[config.mk]
export PLATFORM = sky130hd
export DESIGN_NAME = ris_ctrl
export DESIGN_NICKNAME = d
export VERILOG_FILES = /design/src/include/ris_pkg.sv /design/src/ris_pulse_timer.sv /design/src/ris_ctrl.sv
export SDC_FILE = /design/constraint.sdc
export NUM_CORES = 1
export LEC_CHECK = 0
export BUFFER_PORTS_ARGS = -buffer_cell sky130_fd_sc_hd__buf_2
export CAP_MARGIN = 20
export CORE_AREA = 2 2 81 161
export DETAILED_ROUTE_END_ITERATION = 10
export DIE_AREA = 0 0 83 163
export GPL_ROUTABILITY_DRIVEN = 0
export GPL_TIMING_DRIVEN = 0
export PLACE_DENSITY = 0.68
export SETUP_SLACK_MARGIN = 0.3
export SYNTH_ARGS = -nofsm -noshare
export SYNTH_HDL_FRONTEND = slang
export SYNTH_HIERARCHICAL = 1
export SYNTH_SLANG_ARGS = --single-unit
[constraint.sdc]
create_clock -name clk -period 2.8 [get_ports clk]
set_input_delay 0.14 -clock clk [delete_from_list [all_inputs] [get_ports clk]]
set_output_delay 0.14 -clock clk [all_outputs]
set_load 0.1 [all_outputs]
[src/include/ris_pkg.sv]
// Constants and carrier types for the interrupt and stop control block.
package ris_pkg;

   localparam int          CLK_HZ         = 20_000_000;
   localparam int          CNT_W          = 24;
   localparam int          DIV_W          = 12;

   // Mirrored control register addresses.
   localparam logic [7:0]  CTRL_ADDR_LO   = 8'h0F;
   localparam logic [7:0]  CTRL_ADDR_HI   = 8'h1F;
   localparam logic [7:0]  CTRL_RESET     = 8'h00;
   localparam logic [7:0]  RDATA_NONE     = 8'h00;

   // Control register field positions.
   localparam int          BIT_UPD_EN     = 5;
   localparam int          BIT_CD_EN      = 4;
   localparam int          BIT_ALARM_EN   = 3;
   localparam int          BIT_EXT_EN     = 2;
   localparam int          BIT_STOP       = 0;

   localparam logic [1:0]  CD_SEL_FAST    = 2'h0;

   // Auto-release widths in their natural units, and cycle counts at CLK_HZ.
   localparam real         UPD_SEC_MS     = 500.0;
   localparam real         UPD_MIN_MS     = 15.6;
   localparam real         CD_FAST_US     = 122.0;
   localparam real         CD_SLOW_MS     = 7.813;
   localparam int          UPD_SEC_CYC    = int'($floor(UPD_SEC_MS * CLK_HZ / 1000.0));
   localparam int          UPD_MIN_CYC    = int'($floor(UPD_MIN_MS * CLK_HZ / 1000.0));
   localparam int          CD_FAST_CYC    = int'($floor(CD_FAST_US * CLK_HZ / 1000000.0));
   localparam int          CD_SLOW_CYC    = int'($floor(CD_SLOW_MS * CLK_HZ / 1000.0));

   typedef struct packed {
      logic update_irq_enable;
      logic countdown_irq_enable;
      logic alarm_irq_enable;
      logic ext_event_irq_enable;
      logic stop;
   } ris_ctrl_s;

   // One-cycle event strobes from the timekeeping logic on this clock.
   typedef struct packed {
      logic update;
      logic update_is_minute;
      logic countdown;
      logic alarm;
   } ris_evt_s;

   // Flag clear strobes from the flag register logic.
   typedef struct packed {
      logic update;
      logic alarm;
      logic ext_event;
   } ris_flag_clr_s;

endpackage

[src/ris_pulse_timer.sv]
// Retriggerable one-shot that holds an interrupt request for a loaded width.
`timescale 1ns/10ps
module ris_pulse_timer
   import ris_pkg::*;
#(
   parameter int W = CNT_W
) (
   input  wire logic         clk,
   input  wire logic         reset,
   input  wire logic         ce,
   input  wire logic         start,
   input  wire logic         abort,
   input  wire logic [W-1:0] len,
   output logic              active_q
);

   logic [W-1:0] count_q;

   // Abort beats start so a disabled or stopped source never shows a pulse.
   always_ff @(posedge clk) begin
      if (reset) begin
         count_q  <= '0;
         active_q <= 1'b0;
      end else if (ce) begin
         if (abort) begin
            count_q  <= '0;
            active_q <= 1'b0;
         end else if (start) begin
            count_q  <= len;
            active_q <= 1'b1;
         end else if (active_q) begin
            if (count_q <= W'(1)) begin
               active_q <= 1'b0;
               count_q  <= '0;
            end else begin
               count_q <= count_q - W'(1);
            end
         end
      end
   end

endmodule

[src/ris_ctrl.sv]
// Interrupt gating, pulse widths and divider stop control of the clock core.
`timescale 1ns/10ps
//
// How it works
// - Update enable low: update event sets no flag, no interrupt; clearing withdraws it.
// - Update enable high: event sets flag, pulls interrupt low 500 ms or 15.6 ms.
// - Countdown enable low: no countdown interrupt; clearing enable withdraws an active one.
// - Countdown enable high: interrupt low 122 us when select is 00, else 7.813 ms.
// - Alarm enable high: interrupt held until alarm flag cleared; low cancels it.
// - Stop bit resets to 0 and counting then runs normally.
// - Stop bit 1 clears divider stages 2 Hz to 4 kHz and halts the clock.
// - While stopped the hundredths register is held at 00.
// - While stopped countdown, update and alarm interrupts cannot occur.
// - While stopped external event detection and its interrupt keep working.
// - Control register answers identically at addresses 0Fh and 1Fh.
module ris_ctrl
   import ris_pkg::*;
#(
   parameter int UPD_SEC_CYCLES = UPD_SEC_CYC,
   parameter int UPD_MIN_CYCLES = UPD_MIN_CYC,
   parameter int CD_SLOW_CYCLES = CD_SLOW_CYC
) (
   input  wire logic                clk,
   input  wire logic                reset,
   input  wire logic                ce,
   input  wire logic [7:0]          reg_addr,
   input  wire logic                reg_wr,
   input  wire logic                reg_rd,
   input  wire logic [7:0]          reg_wdata,
   output logic [7:0]               reg_rdata,
   input  wire logic                osc_tick,
   input  wire ris_evt_s            evt,
   input  wire logic [1:0]          countdown_clock_select,
   input  wire ris_flag_clr_s       flag_clr,
   input  wire logic                ext_event_input,
   output logic                     int_n,
   output logic                     update_flag,
   output logic                     alarm_flag,
   output logic                     ext_event_flag,
   output logic [DIV_W-1:0]         divider_q,
   output logic                     second_tick,
   output logic                     hundredths_clear,
   output logic                     clock_halted
);

   ris_ctrl_s          ctrl_q;
   logic [2:0]         ext_sync_q;
   logic               ext_edge;
   logic               addr_hit;
   logic               upd_active;
   logic               cd_active;
   logic               upd_start;
   logic               cd_start;
   logic [CNT_W-1:0]   upd_len;
   logic [CNT_W-1:0]   cd_len;

   assign addr_hit = (reg_addr == CTRL_ADDR_LO) || (reg_addr == CTRL_ADDR_HI);

   // Control storage; bits 7:6 and 1 are not stored at all.
   always_ff @(posedge clk) begin
      if (reset) begin
         ctrl_q <= '0;
      end else if (ce && reg_wr && addr_hit) begin
         ctrl_q.update_irq_enable    <= reg_wdata[BIT_UPD_EN];
         ctrl_q.countdown_irq_enable <= reg_wdata[BIT_CD_EN];
         ctrl_q.alarm_irq_enable     <= reg_wdata[BIT_ALARM_EN];
         ctrl_q.ext_event_irq_enable <= reg_wdata[BIT_EXT_EN];
         ctrl_q.stop                 <= reg_wdata[BIT_STOP];
      end
   end

   // Reads are registered; other addresses answer zero.
   always_ff @(posedge clk) begin
      if (reset) begin
         reg_rdata <= RDATA_NONE;
      end else if (ce && reg_rd) begin
         reg_rdata <= RDATA_NONE;
         if (addr_hit) begin
            reg_rdata[BIT_UPD_EN]   <= ctrl_q.update_irq_enable;
            reg_rdata[BIT_CD_EN]    <= ctrl_q.countdown_irq_enable;
            reg_rdata[BIT_ALARM_EN] <= ctrl_q.alarm_irq_enable;
            reg_rdata[BIT_EXT_EN]   <= ctrl_q.ext_event_irq_enable;
            reg_rdata[BIT_STOP]     <= ctrl_q.stop;
         end
      end
   end

   // The event pin is asynchronous; only the second and third stages feed logic.
   always_ff @(posedge clk) begin
      if (reset) begin
         ext_sync_q <= '0;
      end else if (ce) begin
         ext_sync_q <= {ext_sync_q[1:0], ext_event_input};
      end
   end

   assign ext_edge = ext_sync_q[1] & ~ext_sync_q[2];

   // Sub-second divider; the carry out of the 2 Hz stage is the seconds tick.
   always_ff @(posedge clk) begin
      if (reset) begin
         divider_q   <= '0;
         second_tick <= 1'b0;
      end else if (ce) begin
         second_tick <= 1'b0;
         if (ctrl_q.stop) begin
            divider_q <= '0;
         end else if (osc_tick) begin
            divider_q   <= divider_q + DIV_W'(1);
            second_tick <= &divider_q;
         end
      end
   end

   always_ff @(posedge clk) begin
      if (reset) begin
         hundredths_clear <= 1'b0;
         clock_halted     <= 1'b0;
      end else if (ce) begin
         hundredths_clear <= ctrl_q.stop;
         clock_halted     <= ctrl_q.stop;
      end
   end

   // Flags: a set in the same cycle as its clear wins, so no event is lost.
   always_ff @(posedge clk) begin
      if (reset) begin
         update_flag    <= 1'b0;
         alarm_flag     <= 1'b0;
         ext_event_flag <= 1'b0;
      end else if (ce) begin
         if (upd_start) begin
            update_flag <= 1'b1;
         end else if (flag_clr.update) begin
            update_flag <= 1'b0;
         end
         if (evt.alarm && !ctrl_q.stop) begin
            alarm_flag <= 1'b1;
         end else if (flag_clr.alarm) begin
            alarm_flag <= 1'b0;
         end
         if (ext_edge) begin
            ext_event_flag <= 1'b1;
         end else if (flag_clr.ext_event) begin
            ext_event_flag <= 1'b0;
         end
      end
   end

   assign upd_start = evt.update && ctrl_q.update_irq_enable && !ctrl_q.stop;
   assign cd_start  = evt.countdown && ctrl_q.countdown_irq_enable && !ctrl_q.stop;
   assign upd_len   = evt.update_is_minute ? CNT_W'(UPD_MIN_CYCLES) : CNT_W'(UPD_SEC_CYCLES);
   assign cd_len    = (countdown_clock_select == CD_SEL_FAST) ? CNT_W'(CD_FAST_CYC)
                                                              : CNT_W'(CD_SLOW_CYCLES);

   ris_pulse_timer #(.W(CNT_W)) u_update_pulse (
      .clk      (clk),
      .reset    (reset),
      .ce       (ce),
      .start    (upd_start),
      .abort    (!ctrl_q.update_irq_enable || ctrl_q.stop),
      .len      (upd_len),
      .active_q (upd_active)
   );

   ris_pulse_timer #(.W(CNT_W)) u_countdown_pulse (
      .clk      (clk),
      .reset    (reset),
      .ce       (ce),
      .start    (cd_start),
      .abort    (!ctrl_q.countdown_irq_enable || ctrl_q.stop),
      .len      (cd_len),
      .active_q (cd_active)
   );

   // Interrupt output is registered, so it lags the source state by one cycle.
   always_ff @(posedge clk) begin
      if (reset) begin
         int_n <= 1'b1;
      end else if (ce) begin
         int_n <= ~(upd_active
                  | cd_active
                  | (alarm_flag && ctrl_q.alarm_irq_enable && !ctrl_q.stop)
                  | (ext_event_flag && ctrl_q.ext_event_irq_enable));
      end
   end

endmodule

=== After elaboration in Yosys (flattened, before gate mapping) ===
Cells that the tools add are included.

* Register bits after elaboration: 81
* Input port bits: 32
* Output and inout bits: 27
* Logic and storage cells: 92

* Add/sub/neg operators: 3
* Order comparisons: 2
* Equality and inequality tests: 2
* Muxes and demuxes: 30
* Bitwise gates (word level): 6
* Reduce and logical (&&, ||, !) cells: 31

{| class="wikitable"
|+ Operators by type and width
! kind !! number
|-
| 24-bit two-way mux || 9
|-
| 24-bit by 1-bit less-or-equal comparator with 1-bit output, second input constant || 2
|-
| 24-bit by 1-bit subtractor with 24-bit output, second input constant || 2
|-
| 12-bit two-way mux || 2
|-
| 18-bit two-way mux || 1
|-
| 1-bit two-way mux || 17
|-
| 12-bit by 1-bit adder with 12-bit output, second input constant || 1
|-
| 12-bit AND reduction || 1
|-
| 2-bit AND reduction || 6
|-
| 1-bit logical AND || 11
|-
| 8-bit by 4-bit equality test with 1-bit output, second input constant || 1
|-
| 8-bit by 5-bit equality test with 1-bit output, second input constant || 1
|-
| 2-bit nonzero test || 4
|-
| 3-bit nonzero test || 2
|-
| 4-bit two-way mux || 1
|-
| 1-bit logical NOT || 3
|-
| 1-bit logical OR || 3
|-
| 1-bit bitwise OR || 3
|-
| 2-bit logical NOT || 1
|-
| 1-bit NOT || 2
|-
| 1-bit bitwise AND || 1
|}

=== Logic depth before layout (Yosys ltp) ===
Gate-level depths: netlist (run 1).

* Depth in word-level cells: 5
* Gate-level depth with buffers: 10
* Depth with buffers taken out: 7

=== Cells and area by module ===
Netlist (run 1), hierarchy kept.

{| class="wikitable"
|+ By module, submodules not included
! module !! times used !! cells each !! area an instance (sq um) !! seq. area each (sq um)
|-
| ris_pulse_timer (u_countdown_pulse) || 1 || 201 || 1672.9 || 500.5
|-
| ris_pulse_timer (u_update_pulse) || 1 || 207 || 1666.6 || 500.5
|-
| ris_ctrl || 1 || 169 || 1497.7 || 620.6
|}

=== Worst setup path after synthesis (run 1) ===
No wires, ideal clock.

* Kind: flip-flop to flip-flop
* Start point: register divider_q[0]
* End point: register divider_q[8]
* Library setup time: 0.070 ns
* Arrival time: 2.068 ns
* Setup slack: 0.662 ns
* Stages on the path, launching flop included: 5
* Buffers on the path: 0
* Cells stage by stage: dfxtp_1 ha_1 o211ai_1 or4_1 a21oi_1

* Cells in the longest elaborated chain, start to end: 3

{| class="wikitable"
|+ Ends and longest elaborated chain
! item !! line !! text
|-
| start: declaration || ris_ctrl.sv:40 || <nowiki>output logic [DIV_W-1:0] divider_q,</nowiki>
|-
| start signal: assignment || ris_ctrl.sv:109 || <nowiki>divider_q <= divider_q + DIV_W'(1);</nowiki>
|-
| 12-bit by 1-bit adder with 12-bit output || ris_ctrl.sv:109 ||
|-
| 12-bit two-way mux || ris_ctrl.sv:108 || <nowiki>end else if (osc_tick) begin</nowiki>
|-
| 12-bit two-way mux || ris_ctrl.sv:106 || <nowiki>if (ctrl_q.stop) begin</nowiki>
|}

No other way between the ends. The select of a mux whose other input is x is not followed.
A chain may end at the register's enable or synchronous reset.

=== Final worst setup path (run 1) ===
* Start point: register ctrl_q[0] (netlist name)
* End point: register u_update_pulse.count_q[6]

* Cells in the longest elaborated chain, start to end: 4
* Elaborated cells between the ends (all ways): 7
* Those cells by class: mux (2); reduce/logical (5)

{| class="wikitable"
|+ Ends and longest elaborated chain
! item !! line !! text
|-
| start: declaration || ris_ctrl.sv:46 || <nowiki>ris_ctrl_s ctrl_q;</nowiki>
|-
| 1-bit logical NOT * || ris_ctrl.sv:150 || <nowiki>assign upd_start = evt.update && ctrl_q.update_irq_enable && !ctrl_q.stop;</nowiki>
|-
| 1-bit logical AND * || ris_ctrl.sv:150 ||
|-
| via upd_start || ris_ctrl.sv:52 || <nowiki>logic upd_start;</nowiki>
|-
| 3-bit nonzero test (no line) / 24-bit two-way mux (equally long branches) || n/a ||
|-
| 2-bit AND reduction (no line) / 24-bit two-way mux (equally long branches) || n/a ||
|-
| end signal: assignment || ris_pulse_timer.sv:29 || <nowiki>count_q <= len;</nowiki>
|-
| end signal: assignment || ris_pulse_timer.sv:36 || <nowiki>count_q <= count_q - W'(1);</nowiki>
|-
| end: declaration || ris_pulse_timer.sv:17 || <nowiki>logic [W-1:0] count_q;</nowiki>
|}

Mark *: on every way through the listed nets, which the timed path passes. The rest lies on a longest branch.

==> results of run 1 <==
worst max path at each step:
stage                                          from                                          to  slack [ns]  cells after the start
after floorplan           divider_q[0]$_SDFFE_PP0P_                   divider_q[8]$_SDFFE_PP0P_        0.66                      4
after global placement       ctrl_q[0]$_SDFFE_PP0P_  u_countdown_pulse/count_q[22]$_SDFFE_PP0P_        0.11                     10
after detailed placement     ctrl_q[0]$_SDFFE_PP0P_  u_countdown_pulse/count_q[22]$_SDFFE_PP0P_        0.09                     10
after CTS                    ctrl_q[0]$_SDFFE_PP0P_  u_countdown_pulse/count_q[22]$_SDFFE_PP0P_        0.30                     10
after global routing         ctrl_q[0]$_SDFFE_PP0P_      u_update_pulse/count_q[3]$_SDFFE_PP0P_        0.31                      8
final                        ctrl_q[0]$_SDFFE_PP0P_      u_update_pulse/count_q[6]$_SDFFE_PP0P_        0.44                      8
per-stage QoR:
step	util [%]	setup WS, ns	power, W
3_5_place_dp	43.5	0.0850	0.00386
5_1_grt	46.8	0.311	0.00544
2_1_floorplan	-	0.662	0.00324
6_report	46.8	0.440	0.00513
3_3_place_gp	43.5	0.108	0.00384
4_1_cts	46.3	0.296	0.00509
registers in the layout, indices dropped and copies added, names as in the netlist, 3 cells and up:
register and cells:
ctrl_q 5, divider_q 12, ext_sync_q 3, reg_rdata 5
u_countdown_pulse/count_q 24, u_update_pulse/count_q 24
layer usage:
layer	vias to the layer above	track usage [%]	routed length (um)
met3	38	2.84	823
met4	0	12.2	531
met5	-	0	0
met2	200	30.9	6060
li1	2378	-	-
met1	2272	26.5	6110
power by group:
group          internal (W)  total, W  switching, W
sequential          0.00127   0.00142      0.000153
clock              0.000716   0.00122      0.000499
combinational      0.000920   0.00249       0.00157
total               0.00290   0.00513       0.00223
critical path, cell delays in order, from the launching register on:
cell      delay (ns)
dfxtp_1         0.36
and3b_1         0.26
clkbuf_1        0.42
o31ai_2         0.15
buf_2           0.22
nor2b_1         0.12
clkbuf_1        0.36
nand2_1         0.24
o21ai_1         0.17
timing repair:
item | 4_1_cts | 5_1_grt
pin swaps | 2 | 2
resized for setup | 6 | 12
setup endpoints to repair | 28 | 38
setup buffers | 2 | 4
Yosys cell counts (all sizes together), types with 7 or more instances:
library cell / number / share of area [%]
inv: 23 / 1.8
xnor2: 7 / 1.3
nor3: 17 / 2.0
mux2i: 12 / 2.5
o31ai: 7 / 1.2
nand2b: 17 / 2.2
a32oi: 10 / 1.8
nor4: 15 / 3.4
or4: 11 / 1.9
o21ai: 29 / 3.0
o22ai: 10 / 1.4
or3: 14 / 1.9
nand2: 43 / 3.4
nand3: 19 / 2.0
nor2: 40 / 3.2
buf: 18 / 2.5
a22oi: 29 / 4.5
a21oi: 31 / 3.2
o31a: 7 / 1.3
nand4: 14 / 1.9
clkbuf: 16 / 1.7
dfxtp: 81 / 34
cell families (layout without fill, tap and decap cells):
| group | after synthesis | in the layout | share of synthesized area (%) |
|---|---|---|---|
| flops | 81 | 81 | 33.5 |
| mux | 12 | 12 | 2.48 |
| compound gates | 184 | 184 | 27.3 |
| xor+xnor | 10 | 10 | 1.81 |
| fa+ha+maj | 5 | 5 | 1.29 |
| simple gates | 226 | 226 | 27.5 |
| buf+inv | 57 | 131 | 5.92 |
| other cells | 2 | 32 | 0.155 |
cell type report:
cell class | count | area (sq um) | area share, %
clock buffers | 10 | 239 | 4.11
well taps | 150 | 188 | 3.23
plain buffers | 34 | 215 | 3.70
multi-input cells | 469 | 3090 | 53.1
repair buffers | 58 | 305 | 5.26
inverters | 23 | 86.3 | 1.49
clock inverters | 6 | 67.6 | 1.16
flip-flops and latches | 81 | 1620 | 27.9
==> results.tsv, run 1 <==
stage	metric	value	unit
sta	Worst Tran Pin Value	0.589	ns
global_routing	initial antenna violation count	0	
synthesis	number of synthesized flops with an enable pin	0	
detailed_routing	wire length per cell	16.3	um
sta	Max Clock Skew	0.00719	ns
worst_setup_path	reg2reg end	u_update_pulse/count_q[6]$_SDFFE_PP0P_	
worst_setup_path	Crit Path Class	flop to flop	
finish	commonest non-fill, non-tap cell in the layout	dfxtp_1	
worst_setup_path	Worst EP arrival	2.64	ns
finish	# fillers	1214	
floorplanning	initial core utilization	39.0	%
finish	final instance area	5810	sq um
detailed_routing	initial DRC count	421	
global_routing	vias in the first global route	4632	
power	Power Density	883	nW/um^2
placement	IO buf count	51	
synthesis	Synth warnings	6	
sta	min cycle time layout	2.36	ns
detailed_routing	vias per cell	5.88	
sta	Final setup viols	0	
floorplanning	boundary pin count	59	
hold_path	Hold Path Class	primary input to flop	
finish	Area Overhead vs Synth	20.1	%
sta	final count of pins violating max slew	0	
hold_path	WHS Endpoint	ext_sync_q[0]$_SDFFE_PP0P_	
clock_tree	CTS Root Cell	clkbuf_16	
worst_setup_path	FF-to-FF path depth	8	
global_routing	total gr overflow	0	
detailed_routing	via count	4888	
synthesis	Top FF cell, synth	dfxtp_1	
clock_tree	TritonCTS Buffers	9	
clock_tree	Bufs on Longest Clock Path	2	
synthesis	post-synthesis sequential area ratio	33.5	%
global_routing	largest net degree at the start of global routing	15	
clock_tree	CTS Hold Bufs	0	
detailed_routing	first-pass iteration count of the detailed router	6	
sta	RSZ-0062 raised after global routing	false	
synthesis	Syn Std Cell Area	4840	sq um
clock_tree	CTS sink cnt	81	
placement	total placed cells including tap cells	809	
floorplanning	# rows	58	
worst_setup_path	crit-path max FO	10	
placement	DP Area	5400	sq um
floorplanning	height of the chip	163	um
detailed_routing	Antenna Violating Nets Remaining	0	
status	status	finished, final reports clean	
global_routing	first-pass GRT wire length	22.5	mm
worst_setup_path	r2r setup slk	0.44	ns
synthesis	Cell variety after synth	83	
worst_setup_path	worst r2r src	ctrl_q[0]$_SDFFE_PP0P_	
worst_setup_path	Worst setup SP type	flop	
hold_path	Worst Hold Launch	ext_event_input	
clock_tree	H-Tree Depth	3	
worst_setup_path	CP endpoint kind	flop	
sta	Final Cycle Share	84.3	%
synthesis	Syn Inst Count	577	
detailed_routing	DRC	0	
finish	# nets final	713	
sta	Hold WS	0.0325	ns
clock_tree	CTS tree	yes	
clock_tree	Clock Latency Late Sink	0.35	ns
synthesis	async set-reset flop share out of synthesis	0	%
floorplanning	Die ar.	13500	sq um
finish	Ant. Diodes	0	
flow_run	Max-Cap Viols	0	
sta	setup tns final	0	ns
synthesis	flip-flop and latch count after synthesis	81	
finish	commonest cells after routing, fill and taps aside	dfxtp_1 (81), buf_2 (59), nand2_1 (42)	
floorplanning	Die X	83	um
synthesis	syn_area_per_cell	8.38	sq um
worst_setup_path	Critical Path RT	3.08	ns
global_routing	Total Routing Usage GR	20.1	%
clock_tree	clk slew on worst S/H paths	0.06	ns
sta	Max Clk Rate	424	MHz
floorplanning	Core Footprint	12400	sq um
sta	Final Hold Fails	0	
detailed_routing	final wirelength	13.5	mm
placement	DP HPWL	9.55	mm
power	Leak	2.31	nW
hold_path	hold path cells	3	
sta	normalized max-slew margin	60.6	%
finish	Finished Layout Cells	831	
power	worst ir drop on vdd	0.672	mV
finish	layout cells sized above 1	19.4	%
(Power assumes the default switching activity.)
==> run 2: changes to the inputs <==
ABC_AREA = 1   (was unset)
CORE_AREA = 2 2 86 170   (was 2 2 81 161)
DIE_AREA = 0 0 88 172   (was 0 0 83 163)
PLACE_DENSITY = 0.67   (was 0.68)
clock period = 2.2 ns   (was 2.8 ns; I/O delays follow)
==> results.tsv, run 2 <==
stage	metric	value	unit	change
global_routing	vias in the first global route	5407		+17%
global_routing	first-pass GRT wire length	24.9	mm	+11%
clock_tree	TritonCTS Buffers	9		unchanged
worst_setup_path	crit-path max FO	5		-5
synthesis	Cell variety after synth	33		-60%
floorplanning	height of the chip	172	um	+5.5%
clock_tree	CTS sink cnt	81		unchanged
flow_run	Max-Cap Viols	0		unchanged
synthesis	Syn Inst Count	879		+52%
sta	Worst Tran Pin Value	0.637	ns	+0.0480 ns
synthesis	largest area contributor in the netlist	dfxtp_1		
worst_setup_path	slowest CP cell	dfxtp_2		
synthesis	post-synthesis sequential area ratio	29.8	%	-3.7 points
sta	final count of pins violating max slew	0		unchanged
worst_setup_path	worst r2r src	u_countdown_pulse/count_q[0]$_SDFFE_PP0P_		
status	status	finished, final reports clean		
sta	final worst setup slack	0.389	ns	-0.0508 ns
sta	Final Cycle Share	82.3	%	-2.0 points
clock_tree	Clock Latency Late Sink	0.34	ns	about the same
worst_setup_path	Crit Path Class	flop to flop		
hold_path	Worst Hold Launch	reset		
synthesis	number of synthesized flops with an enable pin	0		unchanged
worst_setup_path	Critical Path RT	2.41	ns	-0.67 ns
detailed_routing	DRC	0		unchanged
finish	commonest cells after routing, fill and taps aside	nand2_1 (337), nor2_1 (94), dfxtp_1 (76)		
synthesis	flip-flop and latch count after synthesis	81		unchanged
synthesis	Synth warnings	6		unchanged
hold_path	Hold Path Class	primary input to flop		
hold_path	hold path cells	2		-1
placement	total placed cells including tap cells	1148		+42%
synthesis	top cell type's share of synthesized area	29.8	%	-3.7 points
placement	IO buf count	50		-2.0%
floorplanning	initial core utilization	39.3	%	+0.36 points
global_routing	Total Routing Usage GR	21.3	%	+1.3 points
floorplanning	Core Footprint	13800	sq um	+11%
synthesis	Top FF cell, synth	dfxtp_1		
synthesis	async set-reset flop share out of synthesis	0	%	unchanged
power	Leak	2.93	nW	+27%
worst_setup_path	critical path's largest stage delay	0.33	ns	-0.09 ns
detailed_routing	vias per cell	4.83		-18%
clock_tree	clk slew on worst S/H paths	0.07	ns	about the same
synthesis	top post-synthesis cells by area	dfxtp_1 (30%), nand2_1 (23%), nor2_1 (6.6%)		
floorplanning	Die ar.	15100	sq um	+12%
power	worst ir drop on vdd	0.350	mV	-48%
clock_tree	CTS Root Cell	clkbuf_16		
finish	commonest non-fill, non-tap cell in the layout	nand2_1		
finish	# nets final	1010		+42%
clock_tree	Bufs on Longest Clock Path	2		unchanged
global_routing	largest net degree at the start of global routing	15		unchanged
placement	pre-CTS setup slack	0.223	ns	+0.138 ns
floorplanning	Die X	88	um	+6.0%
synthesis	Syn Std Cell Area	5430	sq um	+12%
power	Power Density	492	nW/um^2	-44%
global_routing	total gr overflow	0		unchanged
placement	DP HPWL	12.2	mm	+27%
worst_setup_path	CP endpoint kind	flop		
power	NetSw	0.000829	W	-63%
sta	normalized max-slew margin	57.5	%	-3.0 points
detailed_routing	initial DRC count	158		-62%
worst_setup_path	worst-path cell chain	inv_1, ha_2, nand2_4, inv_1, nand2_1, nor2_1, nor2_1, o21ai_0, nand2_1, nand2_1, a21oi_1		
sta	setup tns final	0	ns	unchanged
sta	Max Clock Skew	0.00917	ns	+0.00197 ns
sta	RSZ-0062 raised after global routing	true		
worst_setup_path	r2r setup slk	0.39	ns	-0.05 ns
power	total internal power	0.00230	W	-21%
worst_setup_path	Worst EP arrival	2.02	ns	-0.62 ns
finish	Finished Layout Cells	1167		+40%
finish	# fillers	1495		+23%
worst_setup_path	crit-path most repeated cell	nand2_1		
hold_path	WHS Endpoint	divider_q[1]$_SDFFE_PP0P_		
detailed_routing	wire length per cell	13.3	um	-18%
power	Seq pwr share	47.3	%	+20 points
power	Switching Share	26.5	%	-17 points
power	clock share of power	45.3	%	+22 points
worst_setup_path	reg2reg end	u_countdown_pulse/count_q[12]$_SDFFE_PP0P_		
synthesis	syn_area_per_cell	6.18	sq um	-26%
sta	Final setup viols	0		unchanged
finish	layout cells sized above 1	16.9	%	-2.5 points
finish	top flop regs	u_countdown_pulse/count_q (24), u_update_pulse/count_q (24), divider_q (12)		
sta	Final Hold Fails	0		unchanged
detailed_routing	final wirelength	15.5	mm	+15%
sta	min cycle time layout	1.81	ns	-0.549 ns
detailed_routing	via count	5633		+15%
floorplanning	boundary pin count	59		unchanged
synthesis	most common cell in the netlist	nand2_1		
worst_setup_path	FF-to-FF path depth	11		+3
floorplanning	# rows	61		+5.2%
power	Gate power share	7.3	%	-41 points
detailed_routing	first-pass iteration count of the detailed router	4		-2
finish	Area Overhead vs Synth	17.2	%	
detailed_routing	Antenna Violating Nets Remaining	0		unchanged
clock_tree	H-Tree Depth	3		unchanged
synthesis	top cells by count, synth	nand2_1 (337), nor2_1 (96), dfxtp_1 (81), inv_1 (68), a21oi_1 (64)		
sta	Max Clk Rate	552	MHz	+30%
global_routing	initial antenna violation count	0		unchanged
clock_tree	CTS tree	yes		
worst_setup_path	Worst setup SP type	flop		
finish	Ant. Diodes	0		unchanged
==> run 2: cell types whose count changed after synthesis, sizes merged, moves of 10 or more <==
| cell | previous run | this run |
|---|---|---|
| nand2 | 43 | 351 |
| nor4 | 15 | 0 |
| or4 | 11 | 0 |
| mux2i | 12 | 0 |
| a21oi | 31 | 75 |
| a22oi | 29 | 0 |
| a32oi | 10 | 0 |
| nand2b | 17 | 0 |
| nand3 | 19 | 42 |
| nor2 | 40 | 124 |
| o22ai | 10 | 0 |
| or3 | 14 | 0 |
| inv | 23 | 72 |
==> run 2: worst max-delay path, delay by kind of cell, from the launching register on <==
kind	cells	cell delay, ns
buf+inv	2	0.15
simple gates	6	0.63
compound gates	2	0.33
flops	1	0.33
fa+ha+maj	1	0.23
==> run 2: layer usage <==
metal	part of all wire (%)	GRT usage, %	wire length, um
met2	57	42.3	8860
met4	6.4	15.6	990
met3	2.2	2.77	336
met1	34	18.4	5340
met5	0	0	0
==> run 2: area by class of cell <==
type                            count  area (sq um)  share of cell area, %
Buffer                             31           180                   2.83
Clock buffer                       11           233                   3.66
Clock inverter                      5          38.8                  0.609
Inverter                           72           270                   4.25
Multi-Input combinational cell    725          3500                   55.0
Sequential cell                    81          1630                   25.6
Tap cell                          189           236                   3.71
Timing Repair Buffer               53           278                   4.36
==> run 2: per-stage QoR <==
step	power (W)	cell area, sq um	hold WS [ns]	util, %
2_1_floorplan	0.00167	5550	0.245	-
3_3_place_gp	0.00174	6040	0.344	43.7
3_5_place_dp	0.00174	6040	0.357	43.7
4_1_cts	0.00320	6330	0.00466	45.8
5_1_grt	0.00327	6370	0.0212	46.1
6_report	0.00313	6370	0.0198	46.1
==> run 2: cells by family (layout without fill, tap and decap cells) <==
family	count (synthesis)	in the layout	share of synthesized area [%]
flops	81	81	29.8
fa+ha+maj	5	5	1.15
compound gates	121	121	13.0
buf+inv	103	172	8.13
xor+xnor	19	19	3.06
simple gates	548	548	44.6
other cells	2	32	0.138
==> run 2: repair_timing <==
item | CTS | global route
resized for setup | 3 | 17
hold buffers | 2 | 0
pin swaps | 0 | 1
hold endpoints to repair | 2 | 0
endpoints found under the setup margin | 22 | 45
setup buffers | 0 | 1
==> run 2: power by group through the flow <==
| stage | Sequential [W] | Clock, W | Combinational, W |
|---|---|---|---|
| 2_1_floorplan | 0.00156 | 0 | 0.000117 |
| 5_1_grt | 0.00148 | 0.00153 | 0.000251 |
| 4_1_cts | 0.00148 | 0.00148 | 0.000229 |
| 6_report | 0.00148 | 0.00142 | 0.000229 |
| 3_5_place_dp | 0.00152 | 0 | 0.000225 |
| 3_3_place_gp | 0.00152 | 0 | 0.000225 |
==> run 2: worst max path at each step <==
stage,end,start,slack [ns],cells after the start
final,u_countdown_pulse/count_q[12]$_SDFFE_PP0P_,u_countdown_pulse/count_q[0]$_SDFFE_PP0P_,0.39,11
after global routing,u_update_pulse/count_q[10]$_SDFFE_PP0P_,ctrl_q[4]$_SDFFE_PP0P_,0.28,9
after CTS,u_update_pulse/count_q[6]$_SDFFE_PP0P_,u_update_pulse/count_q[0]$_SDFFE_PP0P_,0.33,11
after detailed placement,u_update_pulse/count_q[18]$_SDFFE_PP0P_,ctrl_q[4]$_SDFFE_PP0P_,0.22,8
after global placement,u_update_pulse/count_q[17]$_SDFFE_PP0P_,ctrl_q[4]$_SDFFE_PP0P_,0.24,8
after floorplan,divider_q[8]$_SDFFE_PP0P_,divider_q[0]$_SDFFE_PP0P_,0.31,6
==> run 3: changes to the inputs <==
PLACE_DENSITY = 0.69   (was 0.67)
clock period = 1.5 ns   (was 2.2 ns; I/O delays follow)
==> results.tsv, run 3 (same netlist as run 2, synthesis figures left out) <==
stage	metric	value	unit	change
status	status	complete, but fails checks		
status	violated checks	setup timing		
clock_tree	CTS sink cnt	81		unchanged
global_routing	vias in the first global route	6069		+12%
sta	Max Clock Skew	0.00942	ns	+0.000257 ns
global_routing	initial antenna violation count	0		unchanged
power	NetSw	0.00136	W	+64%
floorplanning	boundary pin count	59		unchanged
power	Switching Share	27.5	%	+1.0 points
sta	Max Clk Rate	559	MHz	+1.3%
clock_tree	CTS tree	yes		
finish	# nets final	1086		+7.5%
detailed_routing	initial DRC count	270		+71%
power	worst ir drop on vdd	0.484	mV	+38%
finish	commonest cells after routing, fill and taps aside	nand2_1 (285), buf_4 (70), nor2_1 (63)		
power	total internal power	0.00358	W	+55%
clock_tree	TritonCTS Buffers	9		unchanged
power	Gate power share	8.2	%	+0.9 points
sta	final worst setup slack	-0.289	ns	-0.678 ns
detailed_routing	wire length per cell	15.7	um	+18%
finish	final instance area	8130	sq um	+28%
floorplanning	Core Footprint	13800	sq um	unchanged
detailed_routing	final wirelength	19.5	mm	+26%
detailed_routing	Antenna Violating Nets Remaining	0		unchanged
worst_setup_path	Crit Path Class	flop to flop		
floorplanning	initial core utilization	39.3	%	unchanged
worst_setup_path	Critical Path RT	1.77	ns	-0.64 ns
flow_run	Max-Cap Viols	0		unchanged
placement	DP HPWL	12.4	mm	+2.0%
global_routing	total gr overflow	0		unchanged
hold_path	Hold Path Class	primary input to flop		
placement	IO buf count	50		unchanged
power	Power Density	607	nW/um^2	+23%
floorplanning	Die ar.	15100	sq um	unchanged
finish	Ant. Diodes	0		unchanged
power	Leak	3.63	nW	+24%
sta	RSZ-0062 raised after global routing	true		
floorplanning	Die X	88	um	unchanged
global_routing	Total Routing Usage GR	24.7	%	+3.4 points
worst_setup_path	crit-path max FO	5		unchanged
worst_setup_path	Worst setup SP type	flop		
clock_tree	H-Tree Depth	3		unchanged
finish	register area	1760	sq um	+7.9%
sta	Final Hold Fails	0		unchanged
clock_tree	CTS Root Cell	clkbuf_16		
floorplanning	height of the chip	172	um	unchanged
worst_setup_path	Worst EP arrival	2.06	ns	+0.04 ns
sta	min cycle time layout	1.79	ns	-0.0225 ns
placement	DP Area	6230	sq um	+3.2%
sta	Final Cycle Share	119	%	+37 points
finish	commonest non-fill, non-tap cell in the layout	nand2_1		
power	clock share of power	48.6	%	+3.3 points
detailed_routing	first-pass iteration count of the detailed router	5		+1
clock_tree	Clock Latency Late Sink	0.35	ns	about the same
placement	pre-CTS setup slack	-0.227	ns	-0.451 ns
sta	final count of pins violating max slew	0		unchanged
sta	Final setup viols	48		+48
detailed_routing	vias per cell	5.13		+6.3%
global_routing	first-pass GRT wire length	28.6	mm	+15%
finish	multi-input logic area	4210	sq um	+20%
finish	layout cells sized above 1	42.5	%	+26 points
floorplanning	# rows	61		unchanged
power	Seq pwr share	43.2	%	-4.1 points
clock_tree	clk slew on worst S/H paths	0.07	ns	about the same
sta	Worst Tran Pin Value	0.769	ns	+0.132 ns
sta	setup tns final	-6.59	ns	-6.59 ns
finish	Area Overhead vs Synth	49.5	%	
worst_setup_path	CP endpoint kind	flop		
finish	# fillers	1228		-18%
detailed_routing	DRC	0		unchanged
global_routing	largest net degree at the start of global routing	18		+3
sta	normalized max-slew margin	48.7	%	-8.8 points
finish	top flop regs	u_countdown_pulse/count_q (24), u_update_pulse/count_q (24), divider_q (12)		
clock_tree	Bufs on Longest Clock Path	2		unchanged
detailed_routing	via count	6378		+13%
## run 3: critical path, stage by stage (launching register included)
cell     delay, ns
dfxtp_2       0.35
inv_2         0.05
ha_4          0.16
or2_0         0.21
nand4_1       0.11
nor2_1        0.07
nand2_1       0.14
nand2_2       0.12
buf_6         0.16
o21ai_2       0.13
nand2_1       0.08
a21oi_2       0.12
## run 3: timing repair
action | in CTS | in global routing
endpoints found under the setup margin | 67 | 64
setup buffers | 39 | 27
pin swaps | 29 | 67
hold buffers | 6 | 0
endpoints found under the hold margin | 9 | 0
cloned | 5 | 2
gates resized for setup | 146 | 144
## run 3: layout make-up
type / count / area share, %
Clock buffer: 9 / 2.77
Inverter: 72 / 3.51
Buffer: 31 / 3.17
Timing Repair Buffer: 129 / 13.1
Sequential cell: 81 / 21.6
Clock inverter: 7 / 1.08
Multi-Input combinational cell: 725 / 51.8
Tap cell: 189 / 2.91
## run 3: worst paths after layout
kind / cells after the start / slack, ns / end / from
hold reg to reg: 2 / 0.46 / ext_sync_q[2]$_SDFFE_PP0P_ / ext_sync_q[2]$_SDFFE_PP0P_
setup reg to reg: 11 / -0.29 / u_countdown_pulse/count_q[2]$_SDFFE_PP0P_ / u_countdown_pulse/count_q[0]$_SDFFE_PP0P_
setup / recovery: 11 / -0.29 / u_countdown_pulse/count_q[2]$_SDFFE_PP0P_ / u_countdown_pulse/count_q[0]$_SDFFE_PP0P_
hold / removal: 3 / 0.01 / ctrl_q[1]$_SDFFE_PP0P_ / reg_wdata[2]
## run 3: power groups by stage
| stage | registers, W | logic [W] | clock network, W |
|---|---|---|---|
| global placement | 0.00221 | 0.000338 | 0 |
| global route | 0.00213 | 0.000433 | 0.00253 |
| CTS | 0.00215 | 0.000386 | 0.00245 |
| floorplan | 0.00227 | 0.000177 | 0 |
| detailed placement | 0.00221 | 0.000340 | 0 |
| finish | 0.00213 | 0.000404 | 0.00240 |
## run 3: layer usage
layer  share of wire (%)  global-route usage (%)
met5                   0                       0
met4                 7.8                    18.3
met3                 3.7                    3.58
met2                  57                    49.0
met1                  32                    20.8
## run 3: metrics by stage
| stage | hold WS (ns) | util (%) | std cells | total power (W) |
|---|---|---|---|---|
| CTS | 0.000136 | 53.5 | 1214 | 0.00498 |
| floorplan | 0.210 | - | 909 | 0.00245 |
| detailed placement | 0.323 | 45.1 | 1148 | 0.00255 |
| finish | 0.0126 | 58.8 | 1243 | 0.00494 |
| global placement | 0.319 | 45.1 | 1148 | 0.00255 |
| global route | 0.0147 | 58.8 | 1243 | 0.00510 |
